**config.mk**
```make
export PLATFORM = sky130hd
export DESIGN_NAME = cctr_regs_bank
export DESIGN_NICKNAME = d
export VERILOG_FILES = /design/src/cctr_regs_bank.v
export VERILOG_INCLUDE_DIRS = /design/src
export SDC_FILE = /design/constraint.sdc
export NUM_CORES = 1
export LEC_CHECK = 0
export BUFFER_PORTS_ARGS = -buffer_cell sky130_fd_sc_hd__buf_4
export CAP_MARGIN = 20
export CORE_MARGIN = 10
export CORE_UTILIZATION = 43
export DETAILED_ROUTE_END_ITERATION = 16
export GPL_TIMING_DRIVEN = 0
export PLACE_DENSITY = 0.9
export SETUP_SLACK_MARGIN = 0.02
export SLEW_MARGIN = 20
export SYNTH_ARGS = -nofsm -noshare
export SYNTH_HDL_FRONTEND = slang
export SYNTH_SLANG_ARGS = --single-unit
```
**constraint.sdc**
```tcl
create_clock -name clk -period 2.68 [get_ports clk]
set_input_delay 0.402 -clock clk [delete_from_list [all_inputs] [get_ports clk]]
set_output_delay 0.402 -clock clk [all_outputs]
set_load 0.1 [all_outputs]
```
**src/cctr_regs.vh**
```
// register map, field positions, reset values and codes for cctr block
`ifndef CCTR_REGS_VH
`define CCTR_REGS_VH

// register indices as printed; byte address is four times the index
`define CCTR_IDX_CTRL5 8'h14
`define CCTR_IDX_RSVD 8'h15
`define CCTR_IDX_THERM 8'h16
`define CCTR_IDX_CMD 8'h00
`define CCTR_IDX_SHIP 8'h01

// control five fields
`define CCTR_C5_FITTED 7
`define CCTR_C5_RSVD6 6
`define CCTR_C5_BATTCUR 5
`define CCTR_C5_RSVD_HI 4
`define CCTR_C5_RSVD_LO 3
`define CCTR_C5_INTLIM 2
`define CCTR_C5_EXTLIM 1
`define CCTR_C5_OCP 0
`define CCTR_C5_RSVD_VAL 2'h2

// thermal control fields
`define CCTR_TH_REG_HI 7
`define CCTR_TH_REG_LO 6
`define CCTR_TH_TRIP_HI 5
`define CCTR_TH_TRIP_LO 4
`define CCTR_TH_BUSPD 3
`define CCTR_TH_SRC1PD 2
`define CCTR_TH_SRC2PD 1

// ship control fields and command bit
`define CCTR_SH_FORCE 0
`define CCTR_SH_DRV_HI 2
`define CCTR_SH_DRV_LO 1
`define CCTR_CMD_REGRST 0

// reset values
`define CCTR_RST_CTRL5 8'h16
`define CCTR_RST_RSVD 8'h00
`define CCTR_RST_THERM 8'hC0
`define CCTR_RST_TREG 2'h3
`define CCTR_RST_TSHUT 2'h0

// threshold temperatures in degrees C
`define CCTR_TREG_C0 8'h3C
`define CCTR_TREG_C1 8'h50
`define CCTR_TREG_C2 8'h64
`define CCTR_TREG_C3 8'h78
`define CCTR_TSHUT_C0 8'h96
`define CCTR_TSHUT_C1 8'h82
`define CCTR_TSHUT_C2 8'h78
`define CCTR_TSHUT_C3 8'h55

`endif

```
**src/cctr_regs_bank.v**
```verilog
// charger control five, reserved and thermal control register bank
//
// Chosen here: the Wishbone register port.
`timescale 1ns/1ns
`default_nettype none
`include "cctr_regs.vh"

// Functional notes
// - unfitted ship switch forces three fields zero
// - fitted bit set unlocks ship-related fields
// - current monitor output enable, watchdog clears
// - control five resets 0x16, fixed reserved bits
// - internal input limit enable, default one
// - external limit enable, register reset only
// - discharge overcurrent enable, default zero
// - reserved register always reads zero
// - thermal register resets 0xC0, bit0 zero
// - regulation threshold 60/80/100/120 C
// - shutdown threshold 150/130/120/85 C
// - input bus pull-down, register reset only
// - source one pull-down, register reset only
// - source two pull-down, register reset only
module cctr_regs_bank (
    input wire clk,
    input wire rst,
    input wire cyc_i,
    input wire stb_i,
    input wire we_i,
    input wire [7:0] adr_i,
    input wire [3:0] sel_i,
    input wire [31:0] dat_i,
    output reg [31:0] dat_o,
    output wire ack_o,
    input wire wdTimeout,
    output wire shipSwitchFitted,
    output wire battDischargeOcpEn,
    output wire shipSwitchForceOff,
    output wire [1:0] shipDriveCtrl,
    output wire battCurrentOutEn,
    output wire intInputLimitEn,
    output wire extInputLimitEn,
    output wire [1:0] thermalRegThresh,
    output wire [1:0] thermalTripThresh,
    output wire inputBusPulldownEn,
    output wire src1PulldownEn,
    output wire src2PulldownEn,
    output reg [7:0] thermalRegDegC,
    output reg [7:0] thermalTripDegC
);

    // word address match against a register index
    function hitIdx;
        input [7:0] adr;
        input [7:0] idx;
        begin
            hitIdx = (adr[1:0] == 2'h0) && (adr[7:2] == idx[5:0]);
        end
    endfunction

    // code to degrees for the regulation threshold
    function [7:0] tregDeg;
        input [1:0] code;
        begin
            case (code)
                2'h0: tregDeg = `CCTR_TREG_C0;
                2'h1: tregDeg = `CCTR_TREG_C1;
                2'h2: tregDeg = `CCTR_TREG_C2;
                default: tregDeg = `CCTR_TREG_C3;
            endcase
        end
    endfunction

    // code to degrees for the shutdown threshold
    function [7:0] tshutDeg;
        input [1:0] code;
        begin
            case (code)
                2'h0: tshutDeg = `CCTR_TSHUT_C0;
                2'h1: tshutDeg = `CCTR_TSHUT_C1;
                2'h2: tshutDeg = `CCTR_TSHUT_C2;
                default: tshutDeg = `CCTR_TSHUT_C3;
            endcase
        end
    endfunction

    reg ack_r;
    // stored fields; reserved bits have no flops
    reg fitted_r;
    reg battCur_r;
    reg intLim_r;
    reg extLim_r;
    reg ocp_r;
    reg forceOff_r;
    reg [1:0] drive_r;
    reg [1:0] treg_r;
    reg [1:0] tshut_r;
    reg busPd_r;
    reg src1Pd_r;
    reg src2Pd_r;

    reg fitted_nxt;
    reg battCur_nxt;
    reg intLim_nxt;
    reg extLim_nxt;
    reg ocp_nxt;
    reg forceOff_nxt;
    reg [1:0] drive_nxt;
    reg [1:0] treg_nxt;
    reg [1:0] tshut_nxt;
    reg busPd_nxt;
    reg src1Pd_nxt;
    reg src2Pd_nxt;
    reg [7:0] rdByte;

    // bus request and per-register write strobes
    wire req;
    wire rdTake;
    wire wrEn;
    wire wrC5;
    wire wrTh;
    wire wrShip;
    wire regRst;
    wire [7:0] ctrl5Val;
    wire [7:0] thermVal;
    wire [7:0] shipVal;

    // power-on value of control five, shared by both reset paths
    localparam [7:0] CTRL5_DEF = `CCTR_RST_CTRL5;

    assign req = cyc_i & stb_i;
    // read data is captured as the request is taken
    assign rdTake = req & ~ack_r & ~we_i;
    // writes land on the edge where ack is seen high
    assign wrEn = req & we_i & ack_r & sel_i[0];
    assign wrC5 = wrEn & hitIdx(adr_i, `CCTR_IDX_CTRL5);
    assign wrTh = wrEn & hitIdx(adr_i, `CCTR_IDX_THERM);
    assign wrShip = wrEn & hitIdx(adr_i, `CCTR_IDX_SHIP);
    assign regRst = wrEn & hitIdx(adr_i, `CCTR_IDX_CMD)
                  & dat_i[`CCTR_CMD_REGRST];
    assign ack_o = ack_r;

    // reserved bits are constants, never stored
    assign ctrl5Val = {fitted_r, 1'b0, battCur_r, `CCTR_C5_RSVD_VAL,
                       intLim_r, extLim_r, ocp_r};
    assign thermVal = {treg_r, tshut_r, busPd_r, src1Pd_r, src2Pd_r,
                       1'b0};
    // own ship control word; the lock applies to it as well
    assign shipVal = {5'h00, drive_r, forceOff_r};

    // priority: register reset, then watchdog, then bus writes
    always @* begin
        fitted_nxt = fitted_r;
        battCur_nxt = battCur_r;
        intLim_nxt = intLim_r;
        extLim_nxt = extLim_r;
        ocp_nxt = ocp_r;
        forceOff_nxt = forceOff_r;
        drive_nxt = drive_r;
        treg_nxt = treg_r;
        tshut_nxt = tshut_r;
        busPd_nxt = busPd_r;
        src1Pd_nxt = src1Pd_r;
        src2Pd_nxt = src2Pd_r;
        if (regRst) begin
            // every stored field, fitted bit included
            fitted_nxt = CTRL5_DEF[`CCTR_C5_FITTED];
            battCur_nxt = 1'b0;
            intLim_nxt = 1'b1;
            extLim_nxt = 1'b1;
            ocp_nxt = 1'b0;
            forceOff_nxt = 1'b0;
            drive_nxt = 2'h0;
            treg_nxt = `CCTR_RST_TREG;
            tshut_nxt = `CCTR_RST_TSHUT;
            busPd_nxt = 1'b0;
            src1Pd_nxt = 1'b0;
            src2Pd_nxt = 1'b0;
        end else if (wdTimeout) begin
            // pull-downs, external limit and fitted bit survive
            battCur_nxt = 1'b0;
            intLim_nxt = 1'b1;
            ocp_nxt = 1'b0;
            treg_nxt = `CCTR_RST_TREG;
            tshut_nxt = `CCTR_RST_TSHUT;
        end else begin
            // bus writes only while neither reset acts
            if (wrC5) begin
                fitted_nxt = dat_i[`CCTR_C5_FITTED];
                battCur_nxt = dat_i[`CCTR_C5_BATTCUR];
                intLim_nxt = dat_i[`CCTR_C5_INTLIM];
                extLim_nxt = dat_i[`CCTR_C5_EXTLIM];
                ocp_nxt = dat_i[`CCTR_C5_OCP];
            end
            if (wrShip) begin
                forceOff_nxt = dat_i[`CCTR_SH_FORCE];
                drive_nxt = dat_i[`CCTR_SH_DRV_HI:`CCTR_SH_DRV_LO];
            end
            if (wrTh) begin
                treg_nxt = dat_i[`CCTR_TH_REG_HI:`CCTR_TH_REG_LO];
                tshut_nxt = dat_i[`CCTR_TH_TRIP_HI:`CCTR_TH_TRIP_LO];
                busPd_nxt = dat_i[`CCTR_TH_BUSPD];
                src1Pd_nxt = dat_i[`CCTR_TH_SRC1PD];
                src2Pd_nxt = dat_i[`CCTR_TH_SRC2PD];
            end
        end
        // lock-out follows the fitted value being stored
        if (!fitted_nxt) begin
            ocp_nxt = 1'b0;
            forceOff_nxt = 1'b0;
            drive_nxt = 2'h0;
        end
    end

    // read decode; unmapped words and the reserved register read zero
    always @* begin
        if (hitIdx(adr_i, `CCTR_IDX_CTRL5)) begin
            rdByte = ctrl5Val;
        end else if (hitIdx(adr_i, `CCTR_IDX_RSVD)) begin
            rdByte = `CCTR_RST_RSVD;
        end else if (hitIdx(adr_i, `CCTR_IDX_THERM)) begin
            rdByte = thermVal;
        end else if (hitIdx(adr_i, `CCTR_IDX_SHIP)) begin
            rdByte = shipVal;
        end else begin
            rdByte = 8'h00;
        end
    end

    // ack for one cycle, then low so a held request is not taken twice
    always @(posedge clk or posedge rst) begin
        if (rst) begin
            ack_r <= 1'b0;
        end else begin
            ack_r <= req & ~ack_r;
        end
    end

    // read data held until the next read is taken
    always @(posedge clk or posedge rst) begin
        if (rst) begin
            dat_o <= 32'h0000_0000;
        end else if (rdTake) begin
            dat_o <= {24'h000000, rdByte};
        end
    end

    always @(posedge clk or posedge rst) begin
        if (rst) begin
            fitted_r <= CTRL5_DEF[`CCTR_C5_FITTED];
            battCur_r <= 1'b0;
            intLim_r <= 1'b1;
            extLim_r <= 1'b1;
            ocp_r <= 1'b0;
            forceOff_r <= 1'b0;
            drive_r <= 2'h0;
            treg_r <= `CCTR_RST_TREG;
            tshut_r <= `CCTR_RST_TSHUT;
            busPd_r <= 1'b0;
            src1Pd_r <= 1'b0;
            src2Pd_r <= 1'b0;
        end else begin
            fitted_r <= fitted_nxt;
            battCur_r <= battCur_nxt;
            intLim_r <= intLim_nxt;
            extLim_r <= extLim_nxt;
            ocp_r <= ocp_nxt;
            forceOff_r <= forceOff_nxt;
            drive_r <= drive_nxt;
            treg_r <= treg_nxt;
            tshut_r <= tshut_nxt;
            busPd_r <= busPd_nxt;
            src1Pd_r <= src1Pd_nxt;
            src2Pd_r <= src2Pd_nxt;
        end
    end

    // temperatures registered so they track the stored codes
    always @(posedge clk or posedge rst) begin
        if (rst) begin
            thermalRegDegC <= `CCTR_TREG_C3;
            thermalTripDegC <= `CCTR_TSHUT_C0;
        end else begin
            thermalRegDegC <= tregDeg(treg_nxt);
            thermalTripDegC <= tshutDeg(tshut_nxt);
        end
    end

    // level outputs straight from their flops
    assign shipSwitchFitted = fitted_r;
    assign battDischargeOcpEn = ocp_r;
    assign shipSwitchForceOff = forceOff_r;
    assign shipDriveCtrl = drive_r;
    assign battCurrentOutEn = battCur_r;
    assign intInputLimitEn = intLim_r;
    assign extInputLimitEn = extLim_r;
    assign thermalRegThresh = treg_r;
    assign thermalTripThresh = tshut_r;
    assign inputBusPulldownEn = busPd_r;
    assign src1PulldownEn = src1Pd_r;
    assign src2PulldownEn = src2Pd_r;

endmodule // cctr_regs_bank
`default_nettype wire

```
# == Word-level counts from Yosys, hierarchy flattened ==
# Index checks and enable logic that the tools add are counted.
# Widths: inputs -> output; s select.
# totals
regBits,40
elab_cells,101
out_inout_bits,64
# classes
n_bitwise,13
reduce_logical,15
muxes,45
eq_ne,12
# ops
operator,n
$mux 1,29
$mux 8,3
$pmux 8 s3,1
$pmux 7 s3,1
$mux 2,10
$eq 6x5->1 const B,3
$and 1x1->1,11
$eq 6x1->1 const B,1
$logic_not 2->1,3
$logic_not 6->1,1
$reduce_and 2->1,3
$logic_and 1x1->1,5
$eq 2x1->1 const B,2
$eq 2x2->1 const B,2
$ne 4x2->1 const B,1
$reduce_bool 2->1,2
$mux 3,1
$ne 3x1->1 const B,1
$ne 3x2->1 const B,1
$reduce_bool 3->1,1
$ne 2x1->1 const B,1
$not 1->1,2

# == Logic depth before layout (Yosys ltp) ==
# depth
depth_word,10
ltp_mapped,7
depth_no_buf,6

# == Worst setup path after synthesis ==
# OpenSTA, ideal clock, no wires.
# synth_path
kind,register to register
start,register ack_r (netlist: ack_o)
end,register thermalTripDegC[6]
period_less_slack_ns,2.676
arrival_ns,2.548
stages_incl_launch_ff,8
setup_ns,0.127
path_slack_ns,0.004
cell_sequence,dfrtp_1 > and4_1 > and3_1 > and2_1 > clkbuf_1 > nor3_1 > ha_1 > or2_2
# synth_via
elab_chain_cells,8
word_cells_on_any_way,12
cone_classes,eq/ne (2); mux (4); bitwise (5); reduce/logical (1)
# synth_rtl
item,line_no,source
from (decl),cctr_regs_bank.v:86,reg ack_r;
from (signal assigned),cctr_regs_bank.v:234,ack_r <= req & ~ack_r;
$and 1x1->1 (*) (2 in a row),cctr_regs_bank.v:134,assign wrEn = req & we_i & ack_r & sel_i[0];
$and 1x1->1,cctr_regs_bank.v:136,"assign wrTh = wrEn & hitIdx(adr_i, `CCTR_IDX_THERM);"
$mux 2,cctr_regs_bank.v:198,if (wrTh) begin
$mux 2,cctr_regs_bank.v:178,end else if (wdTimeout) begin
$mux 2 (*),cctr_regs_bank.v:164,if (regRst) begin
net tshut_nxt[0],cctr_regs_bank.v:109,reg [1:0] tshut_nxt;
"$eq 2x2->1, or another cell as far along",cctr_regs_bank.v:77,case (code)
$pmux 8 s3 (*),cctr_regs_bank.v:77,
to (signal assigned),cctr_regs_bank.v:281,thermalTripDegC <= `CCTR_TSHUT_C0;
to (signal assigned),cctr_regs_bank.v:284,thermalTripDegC <= tshutDeg(tshut_nxt);
to (decl),cctr_regs_bank.v:48,output reg [7:0] thermalTripDegC
# The timed path passes the listed nets; every way through them passes the cells marked *.
# A chain may end at the register's enable or synchronous reset.

# == Final worst setup path ==
# layout_path
start,input adr_i[1]
end,register thermalTripDegC[6]
# layout_via
elab_chain_cells,8
word_cells_on_any_way,13
cone_classes,eq/ne (2); mux (4); bitwise (3); reduce/logical (4)
# layout_rtl
item,line_no,source
from (decl),cctr_regs_bank.v:29,"input wire [7:0] adr_i,"
$logic_not 2->1 (*),cctr_regs_bank.v:56,hitIdx = (adr[1:0] == 2'h0) && (adr[7:2] == idx[5:0]);
$logic_and 1x1->1,cctr_regs_bank.v:56,
$and 1x1->1,cctr_regs_bank.v:136,
$mux 2,cctr_regs_bank.v:198,
$mux 2,cctr_regs_bank.v:178,
$mux 2 (*),cctr_regs_bank.v:164,
net tshut_nxt[0],cctr_regs_bank.v:109,
"$eq 2x2->1, or another cell as far along",cctr_regs_bank.v:77,
$pmux 8 s3 (*),cctr_regs_bank.v:77,
# Marked as above.

==> results.cfg <==
[route]
wire_per_inst_um = 16.2
num_vias = 1532
vias_per_cell = 4.82
final_antenna_net_count = 0
drtIter0Drc = 99
wirelength_um = 5140
drt_first_pass_iters = 4
drc = 0

[cts]
clkLatencyLatePin_ps = 290
clkTransAtPathRegs_ps = 70
clockBufferDepth = 2
root_buffer = clkbuf_8
numCtsBuffers = 5
clkSinkCount = 35
ctsHtreeMaxLevel = 2
cts_tree = done
ctsHoldBuffers = 0

[worst_setup_path]
reg2reg_to = thermalTripDegC[6]$_DFF_PP0_
cp_cell_sequence = buf_4 -> nor4_2 -> and3_1 -> and2_1 -> clkbuf_1 -> nor3_1 -> ha_1 -> or2_2
critPathLaunchType = input port
worstPathRequired_ps = 2860
critPathCaptureType = flip-flop
cpPeakStageDelay_ps = 430
timing.critical_path.buf_inv = 2
reg2reg_depth = 7
crit-reg2reg-launch = ack_o$_DFF_PP0_
crit_type = in2reg
cp_max_fo = 10
cp_top_family = simple AND/OR/NAND/NOR gates
regToRegSetupSlack_ps = 380
crit_arrival_ps = 2520
cp_slowest_cell = nor4_2

[timing]
max_freq_mhz = 427
holdWs_ps = 223
relSlewSlack = 0.532
skew_ps = 5.12
rsz0062_at_grt = false
max_slew.worst_pin.slew_ps = 701
layout_min_cycle_time_ps = 2340
tns_ps = 0
hold_violations = 0
drv_slew = 0
final.period_utilization = 0.875
setup_viol = 0

[place]
dp_hpwl_um = 4140
portBuffers = 59
dp.cells = 310
place_congestion = 0.943
dpl_cell_area_sq_um = 2480

[grt]
grt_start_max_net_pins = 36
grt_pass1_vias = 1649
grtUsageTotal = 0.139
antenna_found_initial = 0
grt_overflow = 0
grt_pass1_wl_um = 8290

[synthesis]
synth_cells = 175
yosys.cell_count.top_type = buf_4
synthArstFlopShare = 1.00
synth_flop_cell = dfrtp_1
syn-cell-area_sq_um = 1880
synth_top_cell_by_area = dfrtp_1
seq_area_frac_synth = 0.474
yosys.area.top_type_share = 0.320
yosys-top-cells-area = dfrtp_1 (32%), dfstp_2 (15%), buf_4 (12%)
synth-edff-count = 0
synth-seq-cells = 35
yosysUniqueCellTypes = 36
yosys_warnings = 0
synth_common_cells = buf_4 (29), dfrtp_1 (24), nor2_1 (14)
avgSynthCellArea_sq_um = 10.7

[final_layout]
final_cell_area_sq_um = 2570
syn_to_final_growth_pct = 37.1
drive_gt1_frac = 0.433
fillers = 349
antennaDiodeCount = 0
instances_no_fill = 318
final_nets = 325

[floorplan]
io_pins = 114
start_util = 0.456
die_area_sq_um = 7400
dieWidth_um = 86.0
dieHeight_um = 86.0
std_cell_rows = 23
core_area_sq_um = 4120

[power_and_ir_drop]
fin_total_pwr_mw = 1.39
power_density_nw_per_um2 = 541
peakVddDrop_uv = 185
p_leak_nw = 1.32

[run_status]
status = finished clean

[run]
maxCapViolations = 0

[min_path]
hold_class = in2async
[worst max-delay path by stage]
stage | cells past startpoint | endpoint | slack (ps) | from
2_1_floorplan | 7 | thermalTripDegC[6]$_DFF_PP0_ | 310 | ack_o$_DFF_PP0_
3_3_place_gp | 8 | thermalTripDegC[6]$_DFF_PP0_ | -140 | adr_i[1]
3_5_place_dp | 8 | thermalTripDegC[6]$_DFF_PP0_ | -140 | adr_i[1]
4_1_cts | 8 | thermalTripDegC[6]$_DFF_PP0_ | 160 | adr_i[1]
5_1_grt | 8 | thermalTripDegC[6]$_DFF_PP0_ | 140 | adr_i[1]
6_report | 8 | thermalTripDegC[6]$_DFF_PP0_ | 340 | adr_i[1]
[per-stage QoR]
| step | worst slack, ps | utilization |
|---|---|---|
| after floorplan | 309 | - |
| after global placement | -143 | 0.603 |
| after detailed placement | -137 | 0.603 |
| after CTS | 156 | 0.623 |
| after global routing | 143 | 0.625 |
| final | 336 | 0.625 |
[metal layers]
| metal | part of all wire | up-vias | GRT usage |
|---|---|---|---|
| met4 | 0.016 | 0 | 0.0434 |
| met2 | 0.53 | 71 | 0.245 |
| met3 | 0.13 | 7 | 0.0766 |
| met5 | 0 | - | 0 |
| li1 | - | 739 | - |
| met1 | 0.33 | 715 | 0.136 |
[placed cells by master (no fill, tap or decap), drive strengths merged, types with 6 or more instances in the layout]
cell,Yosys,layout
dfstp,11,11
mux2i,12,12
dfrtp,24,24
a21oi,9,9
conb,1,27
ha,8,8
and2,6,6
nor2,14,14
inv,8,8
nor3,6,6
clkbuf,2,8
buf,29,88
[flip-flops by register name, indices dropped and copies added, names as in the netlist]
signal and count:
src2PulldownEn 1, thermalTripThresh 2, ack_o 1, battCurrentOutEn 1, shipDriveCtrl 2, extInputLimitEn 1
thermalRegThresh 2, thermalTripDegC 6, thermalRegDegC 5, shipSwitchForceOff 1, intInputLimitEn 1, dat_o 8
inputBusPulldownEn 1, src1PulldownEn 1, battDischargeOcpEn 1, shipSwitchFitted 1
[final cells by class]
cell class                 instances  area (sq um)  share of cell area
clock inverter                     2          12.5             0.00487
multi-input combinational        127           835               0.325
buffer                            31           225              0.0876
sequential                        35           891               0.346
inverter                           8          30.0              0.0117
timing repair buffer              59           443               0.172
tap                               50          62.6              0.0243
clock buffer                       6          72.6              0.0282
[power breakdown]
part           switching [mW]  internal, mW
clock network           0.197         0.181
logic                   0.365        0.0873
registers              0.0114         0.548
[cells by family after synthesis]
kind of cell / count (synthesis) / synth area share
simple gates: 57 / 0.186
buf+inv: 39 / 0.136
flops: 35 / 0.474
compound gates: 23 / 0.0841
mux: 12 / 0.0640
fa+ha+maj: 8 / 0.0534
other cells: 1 / 0.00200
[timing repair]
item / 4_1_cts / 5_1_grt
setup endpoints to repair: 0 / 2
buffers inserted: 0 / 0
resized for setup: 0 / 1
Power figures use the tool's default switching activity.
